$ cat config.mk
export PLATFORM = sky130hd
export DESIGN_NAME = mta_abort_counters
export DESIGN_NICKNAME = d
export VERILOG_FILES = /design/src/rtl/mta_pkg.sv /design/src/rtl/mta_abort_counters.sv /design/src/rtl/mta_counter.sv
export VERILOG_INCLUDE_DIRS = /design/src /design/src/rtl
export SDC_FILE = /design/constraint.sdc
export NUM_CORES = 1
export LEC_CHECK = 0
export ABC_AREA = 1
export BUFFER_PORTS_ARGS = -buffer_cell sky130_fd_sc_hd__buf_2
export CAP_MARGIN = 10
export CORE_ASPECT_RATIO = 0.8
export CORE_MARGIN = 4
export CORE_UTILIZATION = 34
export CTS_BUF_LIST = sky130_fd_sc_hd__clkbuf_4
export CTS_CLUSTER_SIZE = 24
export DETAILED_ROUTE_END_ITERATION = 10
export PLACE_DENSITY = 0.62
export SETUP_SLACK_MARGIN = 0.02
export SLEW_MARGIN = 20
export SYNTH_ARGS = -nofsm -noshare
export SYNTH_HDL_FRONTEND = slang
export SYNTH_HIERARCHICAL = 1
export SYNTH_SLANG_ARGS = --single-unit
$ cat constraint.sdc
create_clock -name pclk -period 2.91 [get_ports pclk]
set_input_delay 0.582 -clock pclk [delete_from_list [all_inputs] [get_ports pclk]]
set_output_delay 0.582 -clock pclk [all_outputs]
set_load 0.02 [all_outputs]
$ cat src/rtl/mta_consts.svh
`ifndef MTA_CONSTS_SVH
`define MTA_CONSTS_SVH

// ==========================================
// Register map, word indexes of byte locations
`define MTA_UNDR_IDX     10'h334
`define MTA_UNDR_IDX_END 10'h337
`define MTA_ANY_IDX      10'h338
`define MTA_ANY_IDX_END  10'h33B
`define MTA_CTRL_IDX     10'h340

// ==========================================
// Field positions and reset values
`define MTA_CTRL_SNAP_BIT 0
`define MTA_CTRL_RESET    1'h1
`define MTA_COUNT_RESET   32'h0000_0000
`define MTA_COUNT_W       32

`endif

$ cat src/rtl/mta_pkg.sv
`include "mta_consts.svh"

package mta_pkg;

	// ==========================================
	// Types
	typedef logic [`MTA_COUNT_W-1:0] mta_count_t;

	typedef enum logic [1:0] {
		MTA_SEL_NONE,
		MTA_SEL_COUNT,
		MTA_SEL_CTRL
	} mta_sel_e;

	typedef struct packed {
		mta_sel_e   sel;
		logic       cnt_id;
		logic [1:0] lane;
	} mta_dec_s;

	typedef struct packed {
		logic [31:0]     prdata;
		logic            pslverr;
		logic            snap_en;
		mta_count_t [1:0] snap;
	} mta_regs_s;

endpackage : mta_pkg

$ cat src/rtl/mta_abort_counters.sv
`timescale 1ns/1ps
`default_nettype none

`include "mta_consts.svh"

// Summary of operation
// - Count frames aborted by transmit FIFO underrun
// - Count every aborted transmit frame, any cause
// - Only device reset clears; reads never clear
// - Counts wrap to zero, never saturate
// - Underrun count bytes 0334h-0337h, MSB first
// - All-cause count bytes 0338h-033Bh, MSB first

module mta_abort_counters
	import mta_pkg::*;
(
	input  wire logic        pclk,
	input  wire logic        presetn,
	input  wire logic        ce,
	input  wire logic        psel,
	input  wire logic        penable,
	input  wire logic        pwrite,
	input  wire logic [11:0] paddr,
	input  wire logic [31:0] pwdata,
	output logic      [31:0] prdata,
	output logic             pready,
	output logic             pslverr,
	input  wire logic        tx_abort,
	input  wire logic        tx_abort_underrun
);

	// ==========================================
	// Address decode
	function automatic mta_dec_s decode(input logic [11:0] addr);
		logic [9:0] idx;
		logic [9:0] off;
		idx = addr[11:2];
		off = idx - `MTA_UNDR_IDX;
		decode.sel = MTA_SEL_NONE;
		decode.cnt_id = off[2];
		decode.lane = off[1:0];
		if (addr[1:0] == 2'h0) begin
			if (idx >= `MTA_UNDR_IDX && idx <= `MTA_ANY_IDX_END) begin
				decode.sel = MTA_SEL_COUNT;
			end else if (idx == `MTA_CTRL_IDX) begin
				decode.sel = MTA_SEL_CTRL;
			end
		end
	endfunction : decode

	// Lane 0 is the most significant byte
	function automatic logic [7:0] byte_of(input mta_count_t v, input logic [1:0] lane);
		logic [4:0] sh;
		// Built by concatenation: a product of narrow operands would drop bit 4
		sh = {(2'h3 - lane), 3'h0};
		byte_of = 8'(v >> sh);
	endfunction : byte_of

	// ==========================================
	// Counters
	logic [1:0]       inc;
	mta_count_t [1:0] live;

	assign inc[0] = tx_abort_underrun;
	assign inc[1] = tx_abort | tx_abort_underrun;

	genvar gi;
	generate
		for (gi = 0; gi < 2; gi++) begin : g_cnt
			mta_counter #(
				.W (`MTA_COUNT_W)
			) u_cnt (
				.pclk    (pclk),
				.presetn (presetn),
				.ce      (ce),
				.inc     (inc[gi]),
				.count   (live[gi])
			);
		end
	endgenerate

	// ==========================================
	// APB slave, zero wait states
	mta_regs_s r;
	mta_regs_s next_r;
	mta_dec_s  dec;
	logic      setup;
	logic      access;

	assign setup  = psel & ~penable;
	assign access = psel & penable;
	assign dec    = decode(paddr);

	always_comb begin
		next_r = r;
		if (setup) begin
			next_r.prdata  = 32'h0000_0000;
			next_r.pslverr = 1'b0;
			unique case (dec.sel)
				MTA_SEL_COUNT: begin
					if (pwrite) begin
						next_r.pslverr = 1'b1;
					end else if (dec.lane == 2'h0) begin
						// With snap_en set, an MSB read freezes the word so the other bytes cannot tear
						next_r.prdata[7:0] = byte_of(live[dec.cnt_id], 2'h0);
						if (r.snap_en) begin
							next_r.snap[dec.cnt_id] = live[dec.cnt_id];
						end
					end else if (r.snap_en) begin
						next_r.prdata[7:0] = byte_of(r.snap[dec.cnt_id], dec.lane);
					end else begin
						next_r.prdata[7:0] = byte_of(live[dec.cnt_id], dec.lane);
					end
				end
				MTA_SEL_CTRL: begin
					next_r.prdata[`MTA_CTRL_SNAP_BIT] = r.snap_en;
				end
				MTA_SEL_NONE: begin
					next_r.pslverr = 1'b1;
				end
				default: begin
					next_r.pslverr = 1'b1;
				end
			endcase
		end
		if (access && pwrite && dec.sel == MTA_SEL_CTRL) begin
			next_r.snap_en = pwdata[`MTA_CTRL_SNAP_BIT];
		end
	end

	always_ff @(posedge pclk or negedge presetn) begin
		if (!presetn) begin
			r.prdata  <= 32'h0000_0000;
			r.pslverr <= 1'b0;
			r.snap_en <= `MTA_CTRL_RESET;
			r.snap    <= {2{`MTA_COUNT_RESET}};
		end else if (ce) begin
			r <= next_r;
		end
	end

	// Answer is ready in the first access cycle
	assign pready  = 1'b1;
	assign prdata  = r.prdata;
	assign pslverr = r.pslverr;

endmodule : mta_abort_counters

`default_nettype wire

$ cat src/rtl/mta_counter.sv
`timescale 1ns/1ps
`default_nettype none

`include "mta_consts.svh"

module mta_counter #(
	parameter int W = `MTA_COUNT_W
) (
	input  wire logic         pclk,
	input  wire logic         presetn,
	input  wire logic         ce,
	input  wire logic         inc,
	output logic [W-1:0]      count
);

	typedef struct packed {
		logic [W-1:0] value;
	} mta_cnt_s;

	mta_cnt_s r;
	mta_cnt_s next_r;

	// ==========================================
	// Free running count, wraps through zero
	always_comb begin
		next_r = r;
		if (inc) begin
			next_r.value = r.value + {{(W-1){1'b0}}, 1'b1};
		end
	end

	// Only the device reset clears the count
	always_ff @(posedge pclk or negedge presetn) begin
		if (!presetn) begin
			r <= '0;
		end else if (ce) begin
			r <= next_r;
		end
	end

	assign count = r.value;

endmodule : mta_counter

`default_nettype wire

Word-level counts from Yosys, hierarchy flattened
Index checks and enable logic that the tools add are counted.
{"block": "totals", "in_bits": 52, "register_bits": 138}
{"block": "op_classes", "shift": 2, "n_eq_ne": 3, "mux": 17, "n_addsub": 4, "bitwise_logic": 5, "reduce_logical": 11, "order_cmp": 4}
{"operator": "32-bit 2-to-1 mux", "count": 5}
{"operator": "32-bit by 1-bit adder with 32-bit output (second input constant)", "count": 2}
{"operator": "64-bit bitwise mux", "count": 1}
{"operator": "32-bit by 5-bit right shift with 8-bit output", "count": 2}
{"operator": "32-bit demux with 1-bit select", "count": 1}
{"operator": "8-bit 2-to-1 mux", "count": 3}
{"operator": "10-bit == test (second input constant)", "count": 1}
{"operator": "10-bit >= comparator (second input constant)", "count": 1}
{"operator": "10-bit less-or-equal comparator (second input constant)", "count": 1}
{"operator": "2-bit AND reduction", "count": 4}
{"operator": "7-bit 2-to-1 mux", "count": 1}
{"operator": "2-bit 2-to-1 mux", "count": 3}
{"operator": "6-bit AND reduction", "count": 1}
{"operator": "1-bit logical AND", "count": 4}
{"operator": "2-bit zero test", "count": 2}
{"operator": "1-bit case mux with 2 select lines", "count": 2}
{"operator": "3-bit subtractor (second input constant)", "count": 1}
{"operator": "1-bit AND", "count": 2}
{"operator": "2-bit by 1-bit == test with 1-bit output (second input constant)", "count": 1}
{"operator": "2-bit == test (second input constant)", "count": 1}
{"operator": "1-bit by 2-bit < comparator with 1-bit output (second input constant)", "count": 1}
{"operator": "1-bit NOT", "count": 2}
{"operator": "2-bit subtractor (first input constant)", "count": 1}
{"operator": "1-bit >= comparator (second input constant)", "count": 1}
{"operator": "other kinds (2)", "count": 2}

Logic depth before layout (Yosys ltp)
Gate-level depths: netlist of run 1.
{"block": "depth", "depth_word": 8, "depth_mapped": 11, "depth_no_buf": 9}

Modules after synthesis
The synthesis of run 1 kept the hierarchy.
{"mod": "mta_abort_counters", "seq_area_each_um2": 1452.6, "cells_per_inst": 627, "area_per_inst_um2": 4020.1, "instances": 1}
{"mod": "mta_counter", "seq_area_each_um2": 800.8, "cells_per_inst": 239, "area_per_inst_um2": 1890.6, "instances": 2}

Worst setup path before layout of run 1
No wires, ideal clock.
{"block": "synth_timing", "path_kind": "in2reg", "startpoint": "input port paddr[4]", "endpoint": "register r[40] (netlist name)", "n_path_buf": 3, "stages": 11, "slack_ns": 1.090, "setup_time_ns": 0.130, "arrival_ns": 1.690, "cell_sequence": "buf_2 nand2_1 inv_1 nor2_1 nand2_1 nor2_1 nand4_1 buf_4 buf_6 nand2_1 o21ai_1"}
{"block": "synth_between", "elab_chain_cells": 6}
{"element": "start, declared", "line": "mta_abort_counters.sv:23", "source": "input wire logic [11:0] paddr,"}
{"element": "10-bit >= comparator (no line) (tied with other cells)"}
{"element": "1-bit logical AND (no line) (tied with other cells)"}
{"element": "2-bit 2-to-1 mux or 1-bit logical AND (tied branches)", "line": "mta_abort_counters.sv:43, mta_abort_counters.sv:107"}
{"element": "2-bit 2-to-1 mux or 32-bit 2-to-1 mux (tied branches)", "line": "mta_abort_counters.sv:42, mta_abort_counters.sv:107"}
{"element": "2-bit by 1-bit == test with 1-bit output or 32-bit demux with 1-bit select (tied branches)", "line": "mta_abort_counters.sv:99, mta_abort_counters.sv:107"}
{"element": "6-bit AND reduction (no line) or 64-bit bitwise mux (tied branches)"}
{"element": "end signal, assigned", "line": "mta_abort_counters.sv:138", "source": "r <= next_r;"}
{"element": "end, declared", "line": "mta_abort_counters.sv:84", "source": "mta_regs_s r;"}
Several ways; a longest one is shown, not always the timed one. The select of a mux whose other input is x is not followed.
A chain may end at the register's enable or synchronous reset.

Worst setup path after layout of run 1
{"block": "layout_timing", "startpoint": "register r[64] (netlist name)", "endpoint": "register r[46] (netlist name)"}
{"block": "layout_between", "elab_chain_cells": 1}
{"element": "6-bit AND reduction (no line)"}
Every way passes these cells.

==> impl_summary.txt, run 1 <==
----------------------------------------------------
[Run status]
  Run status ... completed

[Critical path]
  Setup CP Type ... flip-flop to flip-flop
  Largest stage delay on the critical path ... 0.61 ns
  WP data required ... 3.32 ns
  Crit-path cells ... inv_2 > nor3_4 > nand4_1 > buf_4 > nand2_1 > o21ai_2
  Max stage delay cell, worst path ... sky130_fd_sc_hd__dfstp_2
  CP Max Fanout ... 47
  Cell family contributing the most delay on the critical path ... flip-flops
  Type of destination of the critical path ... flip-flop
  Sort of element at the start of the critical path ... flip-flop
  Worst path arrival time ... 2.28 ns
  CP bufs+invs ... 2

[Layout]
  Area added between synthesis and finish ... 6.70%
  Nets@finish ... 1170
  Non-filler instance count after layout ... 1433
  Combined area of the multi-input logic cells ... 3880 um^2
  Share of post-route cells with drive strength above 1 ... 0.128
  Register cell area after layout ... 3050 um^2
  Number of filler cells placed in the layout ... 2416

[Clock tree]
  H-tree levels ... 4
  CTS Root Buffer Type ... sky130_fd_sc_hd__clkbuf_4
  Clk pin slew, worst setup/hold paths ... 0.09 ns
  CTS buffer count ... 17
  Maximum number of buffers from clock root to sink ... 2
  Setup Fix Bufs, Post-CTS ... 0
  Number of gates resized after CTS ... 0
  Clock network latency to the later pin of the worst-skew pair ... 0.54 ns
  Number of buffers inserted by hold repair at cts ... 1
  TritonCTS Sinks ... 122
  Clock tree from TritonCTS ... built

[STA]
  Total count of max-transition violations in the final report ... 0
  Maximum clock frequency ... 534 MHz
  Post-route minimum period ... 1.87 ns
  Final worst-path cycle share ... 0.644
  Setup skew after layout ... 0.0117 ns
  Transition time at the pin with the least slew margin ... 0.581 ns
  Final Setup Violations ... 0
  Max-slew headroom at the worst pin ... 0.611
  Unrepaired setup endpoints after global routing ... false
  TNS Setup ... 0 ns
  Number of hold violations in the final report ... 0

[Die]
  Core Rows ... 49
  Horizontal die dimension ... 177 um
  Floorplan core area ... 22500 um^2
  Die ar. ... 25400 um^2
  Top Ports ... 86
  Initial Utilization ... 0.347
  Die outline height ... 143 um

[Drt]
  Vias per Instance ... 4.63
  Routed length per instance ... 14.0 um
  Final wirelength ... 20000 um
  Initial detailed-routing violation count ... 592
  Remaining number of nets flagged by the antenna check after routing ... 0
  Iteration count of the initial detailed-routing pass ... 6
  Number of DRC violations after detailed routing ... 0
  DR vias ... 6633

[Power]
  P per Cell Area ... 420 nW/um^2
  Leakage power figure ... 4.04 nW
  VDD IR-drop max ... 181 uV

[Synthesis]
  Post-synthesis cell area ... 7800 um^2
  Complex-gate fraction of the synthesized area ... 0.0388
  Post-synthesis adder-cell area fraction ... 0.00321
  Synthesized-area fraction occupied by and/or/nand/nor cells ... 0.408
  Number of warnings issued by yosys ... 6
  Dominant combinational cell family by area after synthesis ... simple AND/OR/NAND/NOR gates
  Multiplexer fraction of the synthesized cell area ... 0
  Number of flops mapped to enable cells by yosys ... 0
  Count of unique library cells instantiated by Yosys ... 37
  Post-synthesis share of cell area spent on xor and xnor gates ... 0.0356
  Synthesized area divided by synthesized cell count ... 7.06 um^2
  Flops & latches, synth ... 122
  Share of the yosys chip area belonging to registers ... 0.391
  Synth Flop Type ... sky130_fd_sc_hd__dfrtp_1
  Proportion of synthesized flip-flops having asynchronous set or reset ... 1.00
  Count of mapped cells out of synthesis ... 1105

[Global route]
  Global-route usage over all layers ... 0.161
  Maximum number of pins on one net before global-route repair ... 96
  Total overflow reported by the global router ... 0
  Wire length of the first global-routing pass ... 32200 um
  Antenna violations before repair ... 1
  Number of global-route vias before repair ... 5950

[Place]
  Count of placed standard cells including taps ... 1402
  Buffers on Ports ... 29
  Weighted congestion at the end of routability-driven global placement ... 0.857
  DP Wirelength ... 14800 um

[Hold path]
  Class of the most critical hold timing path ... input pin to flip-flop

[Run]
  Number of maximum-capacitance violations ... 0

----------------------------------------------------
==> layer usage <==
| layer | track usage | part of all wire | up-vias |
|---|---|---|---|
| li1 | - | - | 3365 |
| met1 | 0.255 | 0.53 | 3071 |
| met2 | 0.220 | 0.39 | 178 |
| met3 | 0.0371 | 0.067 | 19 |
| met4 | 0.0391 | 0.014 | 0 |
| met5 | 0 | 0 | - |
==> kinds of logic (layout without fill, tap and decap cells) <==
group	after synthesis	count (layout)
other	2	26
AOI/OAI and AO/OA	55	55
buffers and inverters	210	208
xor gates and xnor gates	30	30
DFF	122	122
adders and majority gates	2	2
and+or+nand+nor	684	684
==> synthesized netlist by cell type, drive strengths merged (2+ instances only) <==
master	count	area [um^2]
clkbuf	17	63.8
nor2	109	594
nand2	419	1650
o211ai	2	15.0
nand3b	26	195
inv	140	526
nor3	2	21.3
buf	52	359
xor2	18	173
nand4	20	131
or2	7	43.8
nand3	96	500
nor3b	2	25.0
ha	2	25.0
a21oi	10	50.1
and2	3	18.8
xnor2	12	105
dfrtp	121	3030
o21ai	43	238
conb	2	7.51
==> cell type report <==
type	count	share of cell area
multi-input cells	796	0.466
well taps	306	0.0460
clock inverters	7	0.00646
flip-flops and latches	122	0.367
inverters	141	0.0637
repair buffers	38	0.0307
clock buffers	22	0.0198
diodes	1	0.000301
==> registers in the layout, indices dropped and copies added (netlist names) <==
| signal | count |
|---|---|
| prdata | 8 |
| r | 49 |
| pslverr | 1 |
| g_cnt.u_cnt/count | 64 |
==> worst min-delay path: stages <==
cell,delay [ns]
sky130_fd_sc_hd__buf_2,0.09
sky130_fd_sc_hd__o21ai_0,0.07
sky130_fd_sc_hd__inv_1,0.06
==> metrics by stage <==
stage	hold slack [ns]	util	total power, mW	cell area (um^2)	worst slack [ns]
2_1_floorplan	0.286	-	2.31	7890	1.09
3_3_place_gp	0.460	0.360	2.46	8090	0.767
3_5_place_dp	0.462	0.360	2.48	8090	0.733
4_1_cts	0.272	0.370	3.53	8320	1.05
5_1_grt	0.315	0.370	3.69	8320	0.938
6_report	0.299	0.370	3.49	8320	1.04
==> power breakdown <==
| group | leakage [nW] | switching, mW | internal, mW |
|---|---|---|---|
| sequential | 1.62 | 0.136 | 1.78 |
| combinational | 2.29 | 0.354 | 0.165 |
| clock | 0.127 | 0.613 | 0.442 |
| total | 4.04 | 1.10 | 2.39 |
==> cells in the final DEF, fill, tap and decap left out, drive strengths merged <==
cell	synthesis	final
clkinv	1	7
clkbuf	17	22
xnor2	12	12
nand3	96	96
nor3b	2	2
ha	2	2
conb	2	25
dfstp	1	1
nand2	419	419
nor2	109	109
and2	3	3
o21ai	43	43
xor2	18	18
or2	7	7
nand3b	26	26
dfrtp	121	121
bufinv	0	1
a21oi	10	10
dlygate4sd3	0	1
diode	0	1
inv	140	140
nand4	20	20
o211ai	2	2
buf	52	37
nor3	2	2
==> worst paths after layout <==
check / start / to / slack [ns] / depth (start not counted)
setup / recovery: r[64]$_DFFE_PN1P_ / r[46]$_DFFE_PN0P_ / 1.04 / 6
hold / removal: pwdata[0] / r[64]$_DFFE_PN1P_ / 0.30 / 3
setup reg to reg: r[64]$_DFFE_PN1P_ / r[46]$_DFFE_PN0P_ / 1.04 / 6
hold reg to reg: prdata[4]$_DFFE_PN0P_ / prdata[4]$_DFFE_PN0P_ / 0.48 / 2
max in group asynchronous: presetn / g_cnt[1].u_cnt/count[11]$_DFFE_PN0P_ / 1.56 / 3
min in group asynchronous: presetn / r[1]$_DFFE_PN0P_ / 0.50 / 2
Power figures use the tool's default switching activity.
==> run 2: changes to the inputs <==
Clock period 2.91 ns to 1.85 ns, I/O delays scaled along.
==> run 2 against run 1 <==
- maximum frequency up 14%
- cell count up 1.2%
- via count up 2.3%
- worst setup slack worse by 0.84 ns
- global-route usage up 0.28 points
- clock power up 89%
==> impl_summary.txt, run 2 (same netlist as run 1, synthesis figures left out) <==
----------------------------------------------------
[Critical path]
  Largest stage delay on the critical path ... 0.55 ns (-0.06 ns)
  Setup CP Type ... flip-flop to flip-flop
  Count of cells along the worst register-to-register path ... 8 (+2)
  CP Capture Point ... prdata[6]$_DFFE_PN0P_
  Most frequent cell on the critical path ... sky130_fd_sc_hd__nand2_1
  Reg-to-reg critical path endpoint ... prdata[6]$_DFFE_PN0P_
  CP Max Fanout ... 14 (-70%)
  R2R Path Start ... r[64]$_DFFE_PN1P_
  Type of destination of the critical path ... flip-flop
  Cell family contributing the most delay on the critical path ... flip-flops
  Reg2Reg Setup Slack ... 0.20 ns (-0.84 ns)
  Max stage delay cell, worst path ... sky130_fd_sc_hd__dfstp_2
  Crit path from ... r[64]$_DFFE_PN1P_
  Crit path depth ... 8 (+2)
  Crit-path cells ... buf_4 > nand2_1 > nand3_1 > nand2_1 > a21oi_1 > nand2_1 > nand2_1 > nand2_1
  CP bufs+invs ... 1 (-1)
  WP data required ... 2.30 ns (-1.02 ns)
  Sort of element at the start of the critical path ... flip-flop
  Worst path arrival time ... 2.10 ns (-0.18 ns)

[STA]
  Number of hold violations in the final report ... 0 (unchanged)
  Final Setup Violations ... 0 (unchanged)
  Unrepaired setup endpoints after global routing ... false
  TNS Setup ... 0 ns (unchanged)
  Max-slew headroom at the worst pin ... 0.591 (-0.0202)
  Maximum clock frequency ... 606 MHz (+14%)
  Transition time at the pin with the least slew margin ... 0.612 ns (+0.0302 ns)
  Final worst-path cycle share ... 0.891 (+0.248)
  Total count of max-transition violations in the final report ... 0 (unchanged)
  Post-route minimum period ... 1.65 ns (-0.224 ns)
  Setup skew after layout ... 0.0196 ns (+0.00792 ns)

[Layout]
  Most used cells in the layout excluding fill and tap cells ... sky130_fd_sc_hd__nand2_1, sky130_fd_sc_hd__inv_1, sky130_fd_sc_hd__dfrtp_1
  Area added between synthesis and finish ... 9.49%
  Non-filler instance count after layout ... 1450 (+1.2%)
  Nets@finish ... 1184 (+1.2%)
  Share of post-route cells with drive strength above 1 ... 0.143 (+0.0147)
  Max reg flops ... 64 (unchanged)
  Most common cell after layout, fill and taps aside ... sky130_fd_sc_hd__nand2_1
  Number of filler cells placed in the layout ... 2385 (-1.3%)

[Clock tree]
  Maximum number of buffers from clock root to sink ... 2 (unchanged)
  H-tree levels ... 4 (unchanged)
  TritonCTS Sinks ... 122 (unchanged)
  CTS Root Buffer Type ... sky130_fd_sc_hd__clkbuf_4
  CTS buffer count ... 17 (unchanged)
  Number of gates resized after CTS ... 0 (unchanged)
  Clk pin slew, worst setup/hold paths ... 0.12 ns (+0.03 ns)
  Clock network latency to the later pin of the worst-skew pair ... 0.54 ns (about the same)
  Clock tree from TritonCTS ... built

[Die]
  Floorplan core area ... 22500 um^2 (unchanged)
  Top Ports ... 86 (unchanged)
  Initial Utilization ... 0.347 (unchanged)
  Core Rows ... 49 (unchanged)
  Die ar. ... 25400 um^2 (unchanged)
  Horizontal die dimension ... 177 um (unchanged)
  Die outline height ... 143 um (unchanged)

[Place]
  Weighted congestion at the end of routability-driven global placement ... 0.928 (+8.3%)
  DP Wirelength ... 15400 um (+4.2%)
  Buffers on Ports ... 29 (unchanged)
  Count of placed standard cells including taps ... 1416 (+1.0%)

[Drt]
  Final wirelength ... 20400 um (+2.0%)
  Vias per Instance ... 4.68 (+1.1%)
  Routed length per instance ... 14.1 um (+0.84%)
  Remaining number of nets flagged by the antenna check after routing ... 0 (unchanged)
  Number of DRC violations after detailed routing ... 0 (unchanged)
  Initial detailed-routing violation count ... 655 (+11%)
  Iteration count of the initial detailed-routing pass ... 5 (-1)
  DR vias ... 6785 (+2.3%)

[Power]
  Leakage power figure ... 4.15 nW (+2.7%)
  VDD IR-drop max ... 341 uV (+88%)
  P per Cell Area ... 690 nW/um^2 (+64%)

[Global route]
  Total overflow reported by the global router ... 0 (unchanged)
  Antenna violations before repair ... 1 (unchanged)
  Number of global-route vias before repair ... 6099 (+2.5%)
  Maximum number of pins on one net before global-route repair ... 56 (-42%)
  Wire length of the first global-routing pass ... 32700 um (+1.4%)
  Global-route usage over all layers ... 0.164 (+0.00282)

[Run]
  Number of maximum-capacitance violations ... 0 (unchanged)

[Hold path]
  Class of the most critical hold timing path ... input pin to flip-flop

[Run status]
  Run status ... completed

----------------------------------------------------
==> run 2: changes by cell type in the layout (fill, tap and decap cells not counted), moves of 2 or more <==
cell,change
sky130_fd_sc_hd__buf_12,+3
sky130_fd_sc_hd__buf_4,+11
sky130_fd_sc_hd__bufinv_16,+2
sky130_fd_sc_hd__clkinv_1,-2
sky130_fd_sc_hd__clkinvlp_4,+3
sky130_fd_sc_hd__clkbuf_4,-3
==> run 2: how the worst min path moves through the flow <==
stage / from / end / slack (ns) / depth (start not counted)
5_1_grt: pwdata[0] / r[64]$_DFFE_PN1P_ / 0.11 / 3
3_5_place_dp: presetn / g_cnt[0].u_cnt/count[0]$_DFFE_PN0P_ / 0.36 / 1
2_1_floorplan: presetn / g_cnt[0].u_cnt/count[0]$_DFFE_PN0P_ / 0.07 / 0
3_3_place_gp: presetn / prdata[2]$_DFFE_PN0P_ / 0.36 / 1
6_report: pwdata[0] / r[64]$_DFFE_PN1P_ / 0.11 / 3
4_1_cts: pwdata[0] / r[64]$_DFFE_PN1P_ / 0.05 / 3
==> run 2: cell type report <==
type / count / area, um^2 / share of cell area
diodes: 1 / 2.50 / 0.000293
clock buffers: 19 / 143 / 0.0167
inverters: 141 / 531 / 0.0621
multi-input cells: 796 / 3880 / 0.454
well taps: 306 / 383 / 0.0448
repair buffers: 52 / 398 / 0.0466
flip-flops and latches: 122 / 3050 / 0.358
clock inverters: 13 / 151 / 0.0177
==> run 2: power by group <==
| group | switching [mW] | internal [mW] | total (mW) |
|---|---|---|---|
| logic | 0.574 | 0.276 | 0.849 |
| registers | 0.233 | 2.80 | 3.04 |
| clock network | 1.05 | 0.953 | 2.00 |
| total | 1.86 | 4.03 | 5.89 |
==> run 2: worst min-delay path, cell delays in order <==
cell                      delay, ns
sky130_fd_sc_hd__buf_2         0.09
sky130_fd_sc_hd__o21ai_0       0.08
sky130_fd_sc_hd__inv_1         0.06
==> run 2: routing by layer <==
metal / GRT usage / vias up / wire length, um
met5: 0 / - / 0
met4: 0.0370 / 0 / 232
met3: 0.0437 / 24 / 1750
met2: 0.231 / 228 / 8340
met1: 0.251 / 3135 / 10100
li1: - / 3398 / -
==> run 2: repair_timing <==
action | in CTS | in global routing
hold endpoints to repair | 27 | 0
setup buffers | 0 | 0
hold buffers | 1 | 0
==> run 2: stage by stage <==
| stage | setup slack (ns) | cell area, um^2 | util | power (mW) | hold WS, ns |
|---|---|---|---|---|---|
| floorplan | 0.242 | 7890 | - | 3.64 | 0.0744 |
| global placement | 0.0985 | 8240 | 0.366 | 3.91 | 0.363 |
| detailed placement | 0.0706 | 8240 | 0.366 | 3.94 | 0.360 |
| CTS | 0.230 | 8540 | 0.380 | 5.98 | 0.0530 |
| global route | 0.112 | 8540 | 0.380 | 6.23 | 0.110 |
| finish | 0.201 | 8540 | 0.380 | 5.89 | 0.108 |
